### config.mk
export PLATFORM = sky130hd
export DESIGN_NAME = vclamp_top
export DESIGN_NICKNAME = d
export VERILOG_FILES = /design/src/hdl/vclamp_pkg.sv /design/src/hdl/vclamp_gen.sv /design/src/hdl/vclamp_top.sv
export VERILOG_INCLUDE_DIRS = /design/src /design/src/hdl
export SDC_FILE = /design/constraint.sdc
export NUM_CORES = 1
export LEC_CHECK = 0
export ABC_AREA = 1
export ABC_CLOCK_PERIOD_IN_PS = 1800
export BUFFER_PORTS_ARGS = -buffer_cell sky130_fd_sc_hd__buf_2
export CAP_MARGIN = 5
export CORE_MARGIN = 5
export CORE_UTILIZATION = 35
export CTS_BUF_LIST = sky130_fd_sc_hd__clkbuf_8
export CTS_CLUSTER_DIAMETER = 30
export CTS_CLUSTER_SIZE = 8
export DETAILED_ROUTE_END_ITERATION = 16
export HOLD_SLACK_MARGIN = 0.06
export PLACE_DENSITY = 0.62
export SLEW_MARGIN = 30
export SYNTH_ARGS = -nofsm -noshare
export SYNTH_HDL_FRONTEND = slang
export SYNTH_HIERARCHICAL = 1
export SYNTH_SLANG_ARGS = --single-unit
### constraint.sdc
create_clock -name CLK -period 1.8 [get_ports CLK]
set_clock_uncertainty 0.1 [all_clocks]
set_input_delay 0.18 -clock CLK [delete_from_list [all_inputs] [get_ports CLK]]
set_output_delay 0.18 -clock CLK [all_outputs]
set_load 0.01 [all_outputs]
### src/hdl/vclamp_consts.svh
// Constants of the video clamp timing block: offsets, field positions,
// reset values and clamp codes. Assumes inclusion by bare name.
`ifndef VCLAMP_CONSTS_SVH
`define VCLAMP_CONSTS_SVH

// ----------------------------------------------------------------
// Register offsets
// ----------------------------------------------------------------
`define VCLAMP_OFS_START_DELAY 8'h05
`define VCLAMP_OFS_WIDTH_COUNT 8'h06
`define VCLAMP_OFS_BANDWIDTH 8'h0E
`define VCLAMP_OFS_CLAMP_CTRL 8'h0F
`define VCLAMP_OFS_MID_SELECT 8'h10

// ----------------------------------------------------------------
// Field positions
// ----------------------------------------------------------------
`define VCLAMP_BIT_EXT_SELECT 7
`define VCLAMP_BIT_POLARITY 6
`define VCLAMP_BIT_RED_MID 1
`define VCLAMP_BIT_BLUE_MID 2
`define VCLAMP_BW_LSB 0
`define VCLAMP_BW_MSB 1

// ----------------------------------------------------------------
// Reset values and codes
// ----------------------------------------------------------------
`define VCLAMP_RST_START_DELAY 8'h08
`define VCLAMP_RST_WIDTH_COUNT 8'h14
`define VCLAMP_RST_BYTE 8'h00
`define VCLAMP_CODE_GROUND 8'h00
`define VCLAMP_CODE_MIDSCALE 8'h80

`endif

### src/hdl/vclamp_pkg.sv
// Types of the video clamp timing block.
// Assumes nothing beyond a SystemVerilog compiler.
package vclamp_pkg;

  // Register write request as delivered by the serial port decoder
  typedef struct packed {
    logic we;
    logic [7:0] addr;
    logic [7:0] wdata;
  } vclamp_req_s;

  // Analog bandwidth choices
  typedef enum logic [1:0] {
    VCLAMP_BW_75 = 2'h0,
    VCLAMP_BW_150 = 2'h1,
    VCLAMP_BW_300 = 2'h2,
    VCLAMP_BW_500 = 2'h3
  } vclamp_bw_e;

  // Generator states, Gray along idle, delay, clamp
  typedef enum logic [1:0] {
    VCLAMP_IDLE = 2'b00,
    VCLAMP_DELAY = 2'b01,
    VCLAMP_CLAMP = 2'b11
  } vclamp_state_e;

endpackage

### src/hdl/vclamp_gen.sv
// Internal clamp timing generator: start delay then width, per line.
// Assumes hsync is active high and synchronous to the pixel clock.
module vclamp_gen
  import vclamp_pkg::*;
(
  input wire logic clk,
  input wire logic reset,
  input wire logic hsync,
  input wire logic [7:0] start_delay,
  input wire logic [7:0] width_count,
  output logic in_clamp
);

  logic hsync_q;
  logic [7:0] cnt;
  logic [8:0] since_edge;
  logic [8:0] clamp_len;
  vclamp_state_e state;
  wire trail_edge = hsync_q & ~hsync;
  wire cnt_done = (cnt == 8'h00);

  // ----------------------------------------------------------------
  // Sequencer
  // ----------------------------------------------------------------
  // Any trailing edge restarts, so a short line never leaves a stale clamp
  always_ff @(posedge clk or posedge reset) begin
    if (reset) begin
      hsync_q <= 1'b0;
      state <= VCLAMP_IDLE;
      cnt <= 8'h00;
    end else begin
      hsync_q <= hsync;
      if (trail_edge) begin
        state <= VCLAMP_DELAY;
        cnt <= start_delay;
      end else begin
        unique case (state)
          VCLAMP_IDLE: begin
            cnt <= 8'h00;
          end
          VCLAMP_DELAY: begin
            if (cnt_done) begin
              state <= (width_count == 8'h00) ? VCLAMP_IDLE : VCLAMP_CLAMP;
              cnt <= width_count - 8'h01;
            end else begin
              cnt <= cnt - 8'h01;
            end
          end
          VCLAMP_CLAMP: begin
            if (cnt_done) begin
              state <= VCLAMP_IDLE;
            end else begin
              cnt <= cnt - 8'h01;
            end
          end
          default: begin
            state <= VCLAMP_IDLE;
          end
        endcase
      end
    end
  end

  assign in_clamp = (state == VCLAMP_CLAMP);

  // ----------------------------------------------------------------
  // Checks
  // ----------------------------------------------------------------
  // Helper counters for the timing checks
  always_ff @(posedge clk or posedge reset) begin
    if (reset) begin
      since_edge <= 9'h1FF;
      clamp_len <= 9'h000;
    end else begin
      since_edge <= trail_edge ? 9'h000 : (since_edge == 9'h1FF ? since_edge : since_edge + 9'h001);
      clamp_len <= in_clamp ? clamp_len + 9'h001 : 9'h000;
    end
  end

  a_start_delay_time: assert property (
    @(posedge clk) disable iff (reset)
    $rose(in_clamp) && $stable(start_delay) |-> since_edge == {1'b0, start_delay} + 9'h001)
    else $error("clamp start not at programmed delay");

  a_width_count_len: assert property (
    @(posedge clk) disable iff (reset)
    $fell(in_clamp) && !$past(trail_edge) && $stable(width_count)
      |-> clamp_len == {1'b0, width_count})
    else $error("clamp width differs from programmed count");

  a_idle_stays_low: assert property (
    @(posedge clk) disable iff (reset)
    state == VCLAMP_IDLE && !trail_edge |=> !in_clamp [*2])
    else $error("clamp rose without a trailing hsync edge");

endmodule

### src/hdl/vclamp_top.sv
// Clamp timing and clamp reference control of a triple video digitizer.
// Assumes a pixel clock on CLK, register writes already decoded from the
// serial port, and hsync already sliced to an active-high level.
`include "vclamp_consts.svh"

module vclamp_top
  import vclamp_pkg::*;
(
  input wire logic CLK,
  input wire logic RESET,
  input wire logic HSYNC,
  input wire logic CLAMP_PIN,
  input wire vclamp_pkg::vclamp_req_s REG_REQ,
  input wire logic [7:0] REG_RADDR,
  output logic [7:0] REG_RDATA,
  output logic CLAMP,
  output logic [7:0] RED_CLAMP_CODE,
  output logic [7:0] GREEN_CLAMP_CODE,
  output logic [7:0] BLUE_CLAMP_CODE,
  output logic RED_MID_REFERENCE,
  output logic BLUE_MID_REFERENCE,
  output vclamp_pkg::vclamp_bw_e BANDWIDTH_SEL
);

  // ----------------------------------------------------------------
  // Register storage
  // ----------------------------------------------------------------
  logic [7:0] clamp_start_delay;
  logic [7:0] clamp_width_count;
  logic [7:0] bandwidth_reg;
  logic [7:0] clamp_ctrl;
  logic [7:0] mid_select;
  logic gen_clamp;

  // Address match shared by write and read decode
  function automatic logic hit(input logic [7:0] addr, input logic [7:0] ofs);
    hit = (addr == ofs);
  endfunction

  // Write decode
  wire wr_start = REG_REQ.we && hit(REG_REQ.addr, `VCLAMP_OFS_START_DELAY);
  wire wr_width = REG_REQ.we && hit(REG_REQ.addr, `VCLAMP_OFS_WIDTH_COUNT);
  wire wr_bw = REG_REQ.we && hit(REG_REQ.addr, `VCLAMP_OFS_BANDWIDTH);
  wire wr_ctrl = REG_REQ.we && hit(REG_REQ.addr, `VCLAMP_OFS_CLAMP_CTRL);
  wire wr_mid = REG_REQ.we && hit(REG_REQ.addr, `VCLAMP_OFS_MID_SELECT);

  // Register writes; resets favour the usual starting clamp placement
  always_ff @(posedge CLK or posedge RESET) begin
    if (RESET) begin
      clamp_start_delay <= `VCLAMP_RST_START_DELAY;
      clamp_width_count <= `VCLAMP_RST_WIDTH_COUNT;
      bandwidth_reg <= `VCLAMP_RST_BYTE;
      clamp_ctrl <= `VCLAMP_RST_BYTE;
      mid_select <= `VCLAMP_RST_BYTE;
    end else begin
      if (wr_start) clamp_start_delay <= REG_REQ.wdata;
      if (wr_width) clamp_width_count <= REG_REQ.wdata;
      if (wr_bw) bandwidth_reg <= REG_REQ.wdata;
      if (wr_ctrl) clamp_ctrl <= REG_REQ.wdata;
      if (wr_mid) mid_select <= REG_REQ.wdata;
    end
  end

  // ----------------------------------------------------------------
  // Control decode
  // ----------------------------------------------------------------
  // Selects and levels pulled out of the control bytes
  wire ext_select = clamp_ctrl[`VCLAMP_BIT_EXT_SELECT];
  wire pin_active_low = clamp_ctrl[`VCLAMP_BIT_POLARITY];
  wire red_mid = mid_select[`VCLAMP_BIT_RED_MID];
  wire blue_mid = mid_select[`VCLAMP_BIT_BLUE_MID];
  wire pin_clamp = CLAMP_PIN ^ pin_active_low;
  // Without hsync the generator stays idle, so only the pin, with ext_select set, can raise CLAMP
  wire next_clamp = ext_select ? pin_clamp : gen_clamp;
  wire [7:0] next_red_code = red_mid ? `VCLAMP_CODE_MIDSCALE : `VCLAMP_CODE_GROUND;
  wire [7:0] next_blue_code = blue_mid ? `VCLAMP_CODE_MIDSCALE : `VCLAMP_CODE_GROUND;
  wire vclamp_bw_e next_bw = vclamp_bw_e'(bandwidth_reg[`VCLAMP_BW_MSB:`VCLAMP_BW_LSB]);

  // Read multiplexer; unmapped offsets read zero
  wire [7:0] next_rdata =
    hit(REG_RADDR, `VCLAMP_OFS_START_DELAY) ? clamp_start_delay :
    hit(REG_RADDR, `VCLAMP_OFS_WIDTH_COUNT) ? clamp_width_count :
    hit(REG_RADDR, `VCLAMP_OFS_BANDWIDTH) ? {6'h00, bandwidth_reg[1:0]} :
    hit(REG_RADDR, `VCLAMP_OFS_CLAMP_CTRL) ? {clamp_ctrl[7:6], 5'h00, gen_clamp} :
    hit(REG_RADDR, `VCLAMP_OFS_MID_SELECT) ? {5'h00, mid_select[2:1], 1'b0} :
    8'h00;

  // ----------------------------------------------------------------
  // Internal generator
  // ----------------------------------------------------------------
  vclamp_gen u_gen (
    .clk(CLK),
    .reset(RESET),
    .hsync(HSYNC),
    .start_delay(clamp_start_delay),
    .width_count(clamp_width_count),
    .in_clamp(gen_clamp)
  );

  // ----------------------------------------------------------------
  // Output flops
  // ----------------------------------------------------------------
  // One flop stage on every output keeps pin timing independent of decode
  always_ff @(posedge CLK or posedge RESET) begin
    if (RESET) begin
      REG_RDATA <= 8'h00;
      CLAMP <= 1'b0;
      RED_CLAMP_CODE <= `VCLAMP_CODE_GROUND;
      GREEN_CLAMP_CODE <= `VCLAMP_CODE_GROUND;
      BLUE_CLAMP_CODE <= `VCLAMP_CODE_GROUND;
      RED_MID_REFERENCE <= 1'b0;
      BLUE_MID_REFERENCE <= 1'b0;
      BANDWIDTH_SEL <= VCLAMP_BW_75;
    end else begin
      REG_RDATA <= next_rdata;
      CLAMP <= next_clamp;
      RED_CLAMP_CODE <= next_red_code;
      GREEN_CLAMP_CODE <= `VCLAMP_CODE_GROUND;
      BLUE_CLAMP_CODE <= next_blue_code;
      RED_MID_REFERENCE <= red_mid;
      BLUE_MID_REFERENCE <= blue_mid;
      BANDWIDTH_SEL <= next_bw;
    end
  end

  // ----------------------------------------------------------------
  // Checks
  // ----------------------------------------------------------------
  a_ext_pin_pass: assert property (
    @(posedge CLK) disable iff (RESET)
    ext_select && !wr_ctrl ##1 1'b1 |-> CLAMP == ($past(CLAMP_PIN) ^ $past(pin_active_low)))
    else $error("external clamp not passed from pin");

  a_pin_polarity_sel: assert property (
    @(posedge CLK) disable iff (RESET)
    wr_ctrl && REG_REQ.wdata[`VCLAMP_BIT_POLARITY] && REG_REQ.wdata[`VCLAMP_BIT_EXT_SELECT]
      ##1 !wr_ctrl && CLAMP_PIN == 1'b0 |=> CLAMP)
    else $error("active-low pin level did not clamp");

  a_internal_gen_used: assert property (
    @(posedge CLK) disable iff (RESET)
    !ext_select |=> CLAMP == $past(gen_clamp))
    else $error("internal clamp not routed");

  a_width_reg_write: assert property (
    @(posedge CLK) disable iff (RESET)
    wr_width |=> clamp_width_count == $past(REG_REQ.wdata))
    else $error("width register did not take write");

  a_ground_code_out: assert property (
    @(posedge CLK) disable iff (RESET)
    !red_mid && !wr_mid |=> RED_CLAMP_CODE == 8'h00 && GREEN_CLAMP_CODE == 8'h00)
    else $error("ground clamp code not 00H");

  a_mid_code_out: assert property (
    @(posedge CLK) disable iff (RESET)
    blue_mid && !wr_mid |=> BLUE_CLAMP_CODE == 8'h80 && BLUE_MID_REFERENCE)
    else $error("midscale clamp code not 80H");

  a_mid_select_bits: assert property (
    @(posedge CLK) disable iff (RESET)
    wr_mid |-> ##2 RED_MID_REFERENCE == $past(REG_REQ.wdata[1], 2)
      && BLUE_MID_REFERENCE == $past(REG_REQ.wdata[2], 2))
    else $error("midscale select bits misplaced");

  a_bandwidth_follow: assert property (
    @(posedge CLK) disable iff (RESET)
    wr_bw |-> ##2 BANDWIDTH_SEL == vclamp_bw_e'($past(REG_REQ.wdata[1:0], 2)))
    else $error("bandwidth select not applied");

  // ----------------------------------------------------------------
  // Register and output checks
  // ----------------------------------------------------------------
  // Outputs lag decode by one flop, so every check looks one edge on
  a_delay_reg_write: assert property (
    @(posedge CLK) disable iff (RESET)
    wr_start |=> clamp_start_delay == $past(REG_REQ.wdata))
    else $error("start delay register did not take write");

  a_pin_high_level: assert property (
    @(posedge CLK) disable iff (RESET)
    ext_select && !pin_active_low |=> CLAMP == $past(CLAMP_PIN))
    else $error("active-high pin level not followed");

  a_pin_low_level: assert property (
    @(posedge CLK) disable iff (RESET)
    ext_select && pin_active_low |=> CLAMP == !$past(CLAMP_PIN))
    else $error("active-low pin level not inverted");

  a_red_mid_code: assert property (
    @(posedge CLK) disable iff (RESET)
    red_mid |=> RED_CLAMP_CODE == 8'h80 && RED_MID_REFERENCE)
    else $error("red midscale code not 80H");

  a_blue_ground_code: assert property (
    @(posedge CLK) disable iff (RESET)
    !blue_mid |=> BLUE_CLAMP_CODE == 8'h00 && !BLUE_MID_REFERENCE)
    else $error("blue ground code not 00H");

  a_delay_read_back: assert property (
    @(posedge CLK) disable iff (RESET)
    REG_RADDR == `VCLAMP_OFS_START_DELAY |=> REG_RDATA == $past(clamp_start_delay))
    else $error("start delay read back wrong");

  a_width_read_back: assert property (
    @(posedge CLK) disable iff (RESET)
    REG_RADDR == `VCLAMP_OFS_WIDTH_COUNT |=> REG_RDATA == $past(clamp_width_count))
    else $error("width count read back wrong");

  a_live_clamp_read: assert property (
    @(posedge CLK) disable iff (RESET)
    REG_RADDR == `VCLAMP_OFS_CLAMP_CTRL |=> REG_RDATA[0] == $past(gen_clamp))
    else $error("live clamp state read back wrong");

endmodule

Yosys cells after proc, flatten, opt, wreduce, memory -nomap -nowiden

Cells that the tools add are included.

Add/subtract/negate cells: 2
Multiply operators: 0
Divide/modulo/power cells: 0
Magnitude comparators: 0
Eq/ne operators: 16
Shift-type cells: 0
Mux-type cells: 17
Bitwise operators: 3
Reduce and logical (&&, ||, !) cells: 11

Operators by type and width:

| operator                                               | number |
|---|---|
| 2-to-1 mux 8 bit                                       | 9 |
| == test 8 x 3 -> 1 bit (second input constant)         | 4 |
| == test 8 x 4 -> 1 bit (second input constant)         | 4 |
| case mux 8 bit (3 select lines)                        | 1 |
| == test 8 x 5 -> 1 bit (second input constant)         | 2 |
| logical NOT 8 bit                                      | 2 |
| subtractor 8 x 1 -> 8 bit (second input constant)      | 2 |
| 2-to-1 mux 2 bit                                       | 4 |
| inequality test 3 x 1 -> 1 bit (second input constant) | 2 |
| case mux 2 bit (3 select lines)                        | 1 |
| logical AND 1 bit                                      | 5 |
| nonzero test 4 bit                                     | 1 |
| 2-to-1 mux 3 bit                                       | 1 |
| inequality test 3 x 2 -> 1 bit (second input constant) | 1 |
| AND reduction 3 bit                                    | 1 |
| == test 2 x 1 -> 1 bit (second input constant)         | 1 |
| == test 2 bit (second input constant)                  | 1 |
| logical NOT 2 bit                                      | 1 |
| inequality test 2 x 1 -> 1 bit (second input constant) | 1 |
| AND reduction 2 bit                                    | 1 |
| bitwise AND 1 bit                                      | 1 |
| 2-to-1 mux 1 bit                                       | 1 |
| NOT 1 bit                                              | 1 |
| bitwise XOR 1 bit                                      | 1 |

Register bits after elaboration: 69
Latch bits: 0
Memory bits (writable): 0
Bits in read-only memories: 0
Input bits: 29
Output and inout port bits: 37
Logic and storage cells: 64
Memories: 0

Depth between registers and ports, before layout

Gate-level depths: netlist of the first run.

Depth in word-level cells: 6
Mapped depth: 11
Gate-level depth less buffers: 11

Cells and area by module

The synthesis of the first run kept the hierarchy.

Modules (own cells, without submodules):

| module     | times used | cells an instance | area each (µm²) | sequential area each (µm²) |
|---|---|---|---|---|
| vclamp_top | 1          | 205               | 1764.2          | 879.6 |
| vclamp_gen | 1          | 170               | 1083.5          | 275.3 |

Worst setup path after synthesis of the first run

Ideal clock, no wire load.

Path type: reg-to-reg
From: reg u_gen.cnt[0]
To: reg u_gen.cnt[1]
Library setup time: 0.120 ns
Arrival: 1.383 ns
Required time: 1.580 ns
Slack: 0.197 ns
Stages on the path, launching flop included: 12
Path buffers: 0
Clock period less this slack: 1.603 ns
Cell sequence: dfrtp_1 -> inv_2 -> ha_1 -> nand2_2 -> nor2_4 -> nand3_4 -> nand2_4 -> nand3_4 -> clkinv_4 -> nor2_2 -> o21ai_2 -> o21ai_2

Word-level cells in the longest chain between the ends: 4
Elaborated cells on any way between the ends: 8
Classes of those cells: add/sub (1); eq/ne (1); mux (4); reduce/logical (2)

Ends and longest elaborated chain:

| item                                                                  | line                                                 | text |
|---|---|---|
| from (decl)                                                           | vclamp_gen.sv:15                                     | `logic [7:0] cnt;` |
| from (signal assigned)                                                | vclamp_gen.sv:35                                     | `cnt <= start_delay;` |
| from (signal assigned)                                                | vclamp_gen.sv:44                                     | `cnt <= width_count - 8'h01;` |
| from (signal assigned)                                                | vclamp_gen.sv:46                                     | `cnt <= cnt - 8'h01;` |
| subtractor 8 x 1 -> 8 bit / logical NOT 8 bit (equally long branches) | vclamp_gen.sv:46, vclamp_gen.sv:53, vclamp_gen.sv:20 |  |
| 2-to-1 mux 8 bit (on tied branches)                                   | vclamp_gen.sv:50, vclamp_gen.sv:42                   |  |
| case mux 8 bit (3 select lines)                                       | vclamp_gen.sv:37                                     | `unique case (state)` |
| 2-to-1 mux 8 bit                                                      | vclamp_gen.sv:33                                     | `if (trail_edge) begin` |

Several ways; a longest one is shown, not always the timed one. The select of a mux whose other input is x is not followed.
A chain may end at the register's enable or synchronous reset.

Worst setup path in the final report of the first run

Ends and elaborated chain as after synthesis.

==> results_dict.tcl, run 1 <==
set metrics [dict create \
    wirelength_um 6510 \
    crit_fanout 8 \
    synth_common_cells "88 x nand2_1, 46 x nand3_1, 43 x dfrtp_1" \
    seq_power_share 0.419 \
    setup_viol 0 \
    vias_per_cell 4.61 \
    synth_simple_gate_area_share 0.351 \
    synth_cells 375 \
    synth_top_family_by_area "simple AND/OR/NAND/NOR gates" \
    ys_top_cells_by_area "dfrtp_1 38%, nand2_1 12%, nand3_1 8.1%, buf_4 6.3%, inv_1 4.9%" \
    htreeDepth 2 \
    drive_gt1_frac 0.243 \
    synth.mux.area_fraction 0 \
    setup_tns_ns 0 \
    track_usage 0.129 \
    fin_crit_ns 1.68 \
    core_area_um2 8050 \
    critPathArrivalTime_ns 1.76 \
    antenna_cells 0 \
    ys_warn_count 6 \
    cts.sinks 46 \
    pre_cts_ws_ns 0.0196 \
    finalCritPeriodShare 0.935 \
    worstSetupStartpoint "u_gen/cnt[0]$_DFFE_PP0P_" \
    drc 0 \
    ir_drop_v 0.000319 \
    fmax_ghz 0.594 \
    die_area_um2 10000 \
    fp.dieW_um 100 \
    p_clk_frac 0.237 \
    power_density_nw_per_um2 943 \
    rows 33 \
    max_cap_viol_count 0 \
    grt_max_degree 36 \
    endpoint "u_gen/cnt[1]$_DFFE_PP0P_" \
    vias 2500 \
    min_path_type "in -> reg" \
    finalHoldViolCount 0 \
    p_int_mw 2.00 \
    cts.reportedPaths.clkPinSlew_ns 0.09 \
    antenna_found_initial 0 \
    hpwl_um 5010 \
    cts_tree "yes" \
    r2r_cells 11 \
    wl_per_cell_um 12.0 \
    drt_iter0_drc 123 \
    clockBufferDepth 2 \
    path_class "reg -> reg" \
    synth_edf_count 0 \
    synth_xor_area_frac 0.0185 \
    rr_startpoint "u_gen/cnt[0]$_DFFE_PP0P_" \
    grt_pass1_wl_um 10600 \
    avgSynthCellArea_um2 7.59 \
    ios 66 \
    async_reset_ff_frac 1.00 \
    gr-total-overflow 0 \
    first_pass_iters 4 \
    synthAdderAreaFrac 0.0132 \
    initial_core_util 0.354 \
    setup.worst_path.start_class "flip-flop" \
    ys.flop_type "dfrtp_1" \
    r2r_end "u_gen/cnt[1]$_DFFE_PP0P_" \
    root_buffer "clkbuf_8" \
    gp_congestion 0.921 \
    cp-end-kind "flip-flop" \
    status "completed" \
    worstPathRequired_ns 1.88 \
    ys_ff_latch 46 \
    numCtsBuffers 5 \
    area_growth_pct 17.4 \
    port_buffers 43 \
    yosysMostFrequentCell "nand2_1" \
    yosysTopAreaCellShare 0.378 \
    yosysTopAreaCell "dfrtp_1" \
    pwr-share-comb 0.344 \
    synth_compound_area_frac 0.0764 \
    grt_pass1_vias 2364 \
    setup_ws_ns 0.117 \
    power.switching_mw 1.16 \
    nets 468 \
    fp.dieH_um 100 \
    synth_area_um2 2850 \
    netSwitchingFraction 0.367 \
    clk_latency_ns 0.29 \
    leakage_nw 1.77 \
    r2r_setup_slack_ns 0.12 \
    synth.distinct_cells 36 \
    drv_slew 0 \
    fillers 856 \
    ys_seq_area_frac 0.406 \
    ant_nets 0 \
]
## layer usage
layer | up-vias | share of wire | global-route usage
met3 | 10 | 0.053 | 0.0243
met4 | 0 | 0.026 | 0.0487
met1 | 1149 | 0.43 | 0.158
met2 | 68 | 0.49 | 0.223
met5 | - | 0 | 0
li1 | 1273 | - | -
## worst max-delay path, stage by stage (launching register included)
cell     delay (ns)
dfrtp_1        0.39
inv_2          0.11
ha_4           0.17
nand2_2        0.07
nor2_4         0.11
nand3_4        0.12
nand2_4        0.10
nand3_4        0.16
inv_8          0.12
nor2_2         0.04
o21ai_2        0.06
o21ai_2        0.06
## layout by cell type, fill, tap and decap left out, types with 6 or more instances in the layout
master and n:
buf_4 11, inv_2 6, o21ai_0 11, o21ai_1 9
inv_1 38, nand2_1 88, buf_2 43, nand3_1 46
nor2_1 36, dlygate4sd3_1 6, conb_1 22, nor2_2 8
o21ai_2 8, nand4_1 8, dfrtp_1 43
## cell families after synthesis
group           after synthesis
compound gates               36
flops                        46
fa+ha+maj                     3
xor+xnor                      6
simple gates                209
buf+inv                      74
other cells                   1
## metrics by stage
step / util / cell area, um2 / hold WS (ns) / power [mW] / cells
final: 0.415 / 3340 / 0.0643 / 3.15 / 542
after global routing: 0.415 / 3340 / 0.0879 / 3.37 / 542
after CTS: 0.405 / 3260 / 0.0623 / 3.08 / 533
after detailed placement: 0.384 / 3090 / 0.122 / 2.32 / 519
after global placement: 0.384 / 3090 / 0.121 / 2.29 / 519
after floorplan: - / 2930 / -0.0676 / 2.11 / 396
## final cells by class
| type | count | area (um2) | area share |
|---|---|---|---|
| Clock buffer | 5 | 68.8 | 0.0206 |
| Timing Repair inverter | 1 | 6.26 | 0.00187 |
| Sequential cell | 46 | 1150 | 0.346 |
| Tap cell | 105 | 131 | 0.0393 |
| Clock inverter | 3 | 41.3 | 0.0124 |
| Timing Repair Buffer | 60 | 358 | 0.107 |
| Inverter | 46 | 180 | 0.0539 |
| Multi-Input combinational cell | 276 | 1400 | 0.419 |
## power groups by stage
stage / clock network, mW / registers (mW) / logic (mW)
2_1_floorplan: 0 / 1.30 / 0.812
3_3_place_gp: 0 / 1.34 / 0.953
3_5_place_dp: 0 / 1.34 / 0.980
4_1_cts: 0.767 / 1.32 / 0.992
5_1_grt: 0.796 / 1.34 / 1.23
6_report: 0.748 / 1.32 / 1.08
## timing repair
item / CTS / global route
setup endpoints to repair: 0 / 8
buffers inserted: 0 / 8
hold endpoints to repair: 50 / 0
hold buffers: 6 / 0
gates resized for setup: 0 / 3
## worst min-delay path by stage
stage	to	cells after the start	startpoint
6_report	clamp_start_delay[6]$_DFFE_PP0P_	3	REG_REQ[6]
5_1_grt	CLAMP$_DFF_PP0_	3	CLAMP_PIN
4_1_cts	clamp_start_delay[6]$_DFFE_PP0P_	3	REG_REQ[6]
3_5_place_dp	u_gen/cnt[7]$_DFFE_PP0P_	2	RESET
3_3_place_gp	u_gen/cnt[5]$_DFFE_PP0P_	2	RESET
2_1_floorplan	u_gen/cnt[0]$_DFFE_PP0P_	1	RESET
(Power assumes the default switching activity.)
==> run 2, diff against run 1 <==
==> constraint.sdc (replaced) <==
create_clock -name CLK -period 1.8 [get_ports CLK]
set_clock_uncertainty 0.1 [all_clocks]
set_input_delay 0.27 -clock CLK [delete_from_list [all_inputs] [get_ports CLK]]
set_output_delay 0.27 -clock CLK [all_outputs]
set_load 0.01 [all_outputs]
==> run 2 against run 1 <==
Maximum frequency rose by 0.24%. Non-clock buffer count is 4 lower. Largest power group unchanged. Combinational power about the same. Clock-buffer cell count did not move. Sequential cell count unchanged. Sequential share of layout area is 0.39 points higher. Critical endpoint unchanged. Clock power is essentially flat. First-iteration DRC count shrank 0.81%. Die area unchanged. Hold slack improved by 0.022 ns.
==> results_dict.tcl, run 2 (synthesis gave the netlist of run 1 again) <==
set metrics [dict create \
    status "completed" \
    grt_pass1_wl_um 10500 \
    grt_max_degree 36 \
    ant_nets 0 \
    grt_pass1_vias 2348 \
    ios 66 \
    area_growth_pct 16.0 \
    cp-end-kind "flip-flop" \
    cts_tree "yes" \
    drc 0 \
    utilization 0.410 \
    wl_per_cell_um 12.0 \
    worstPathRequired_ns 1.88 \
    fp.dieW_um 100 \
    setup_tns_ns 0 \
    cts.reportedPaths.clkPinSlew_ns 0.09 \
    first_pass_iters 5 \
    fp.dieH_um 100 \
    ir_drop_v 0.000317 \
    gp_congestion 0.921 \
    root_buffer "clkbuf_8" \
    gr-total-overflow 0 \
    fmax_ghz 0.596 \
    port_buffers 43 \
    worst-path-buf-inv 2 \
    finalCritPeriodShare 0.933 \
    fin_crit_ns 1.68 \
    vias 2504 \
    final_common_cell "nand2_1" \
    hold_slack_ns 0.0859 \
    drv_slew 0 \
    rows 33 \
    antenna_cells 0 \
    cp_cell_sequence "inv_2 -> ha_4 -> nand2_2 -> nor2_4 -> nand3_4 -> nand2_4 -> nand3_4 -> inv_8 -> nor2_2 -> o21ai_2 -> o21ai_2" \
    cts.sinks 46 \
    vias_per_cell 4.65 \
    setup.worst_path.start_class "flip-flop" \
    min_path_type "in -> reg" \
    cp_top_family "simple AND/OR/NAND/NOR gates" \
    critPathArrivalTime_ns 1.76 \
    initial_core_util 0.354 \
    fillers 860 \
    drt_iter0_drc 122 \
    core_area_um2 8050 \
    leakage_nw 1.75 \
    slowest_stage "dfrtp_1" \
    nets 464 \
    setup_viol 0 \
    finalHoldViolCount 0 \
    dp.cells 519 \
    instances_no_fill 538 \
    cp_slowest_stage_delay_ns 0.39 \
    path_class "reg -> reg" \
    drive_gt1_frac 0.245 \
    clk_latency_ns 0.29 \
    antenna_found_initial 0 \
    power_density_nw_per_um2 952 \
    crit_fanout 8 \
    die_area_um2 10000 \
    hpwl_um 5010 \
    max_cap_viol_count 0 \
    track_usage 0.128 \
    wirelength_um 6480 \
    htreeDepth 2 \
    final_cell_mix "88 x nand2_1, 46 x nand3_1, 43 x dfrtp_1, 43 x buf_2, 38 x inv_1" \
    clockBufferDepth 2 \
    numCtsBuffers 5 \
]
[run 2: per-layer routing]
| layer | up-vias | GRT usage | part of all wire |
|---|---|---|---|
| met5 | - | 0 | 0 |
| met3 | 9 | 0.0243 | 0.052 |
| met4 | 0 | 0.0487 | 0.024 |
| met1 | 1160 | 0.158 | 0.43 |
| li1 | 1264 | - | - |
| met2 | 71 | 0.220 | 0.49 |
[run 2: power breakdown]
| part | internal [mW] | switching [mW] | total, mW |
|---|---|---|---|
| registers | 1.16 | 0.161 | 1.32 |
| logic | 0.420 | 0.658 | 1.08 |
| clock network | 0.409 | 0.338 | 0.746 |
| total | 1.99 | 1.16 | 3.15 |
[run 2: metrics by stage]
step / total power [mW] / worst slack, ns / cell area (um2)
detailed placement: 2.32 / 0.0196 / 3090
global route: 3.36 / -0.0171 / 3300
finish: 3.15 / 0.121 / 3300
CTS: 3.07 / 0.000829 / 3220
global placement: 2.29 / 0.0932 / 3090
floorplan: 2.11 / 0.197 / 2930
[run 2: path summary, 6_finish.rpt]
kind | depth (start not counted) | from | slack [ns] | endpoint
worst max-delay path | 11 | u_gen/cnt[0]$_DFFE_PP0P_ | 0.12 | u_gen/cnt[1]$_DFFE_PP0P_
worst min-delay path | 3 | REG_REQ[4] | 0.09 | clamp_width_count[4]$_DFFE_PP1P_
worst max register to register | 11 | u_gen/cnt[0]$_DFFE_PP0P_ | 0.12 | u_gen/cnt[1]$_DFFE_PP0P_
worst min register to register | 0 | mid_select[1]$_DFFE_PP0P_ | 0.32 | RED_CLAMP_CODE[7]$_DFF_PP0_
max in group asynchronous | 4 | RESET | 0.74 | clamp_width_count[2]$_DFFE_PP1P_
min in group asynchronous | 3 | RESET | 0.44 | u_gen/cnt[7]$_DFFE_PP0P_
[run 2: layout make-up]
class,count,area [um2],share of cell area
multi-input combinational,276,1400,0.424
clock buffer,5,68.8,0.0208
timing repair buffer,56,318,0.0962
tap,105,131,0.0398
inverter,46,183,0.0553
clock inverter,3,41.3,0.0125
timing repair inverter,1,6.26,0.00189
sequential,46,1150,0.349
[run 2: what timing repair did]
item	in CTS	in global routing
setup endpoints to repair	0	8
gates resized for setup	0	5
hold buffers	2	0
buffers inserted	0	8
endpoints found under the hold margin	44	0
[run 2: worst min-delay path, cell delays in order]
cell and delay, ns:
buf_2 0.11, nand2_1 0.06, nand2_1 0.04
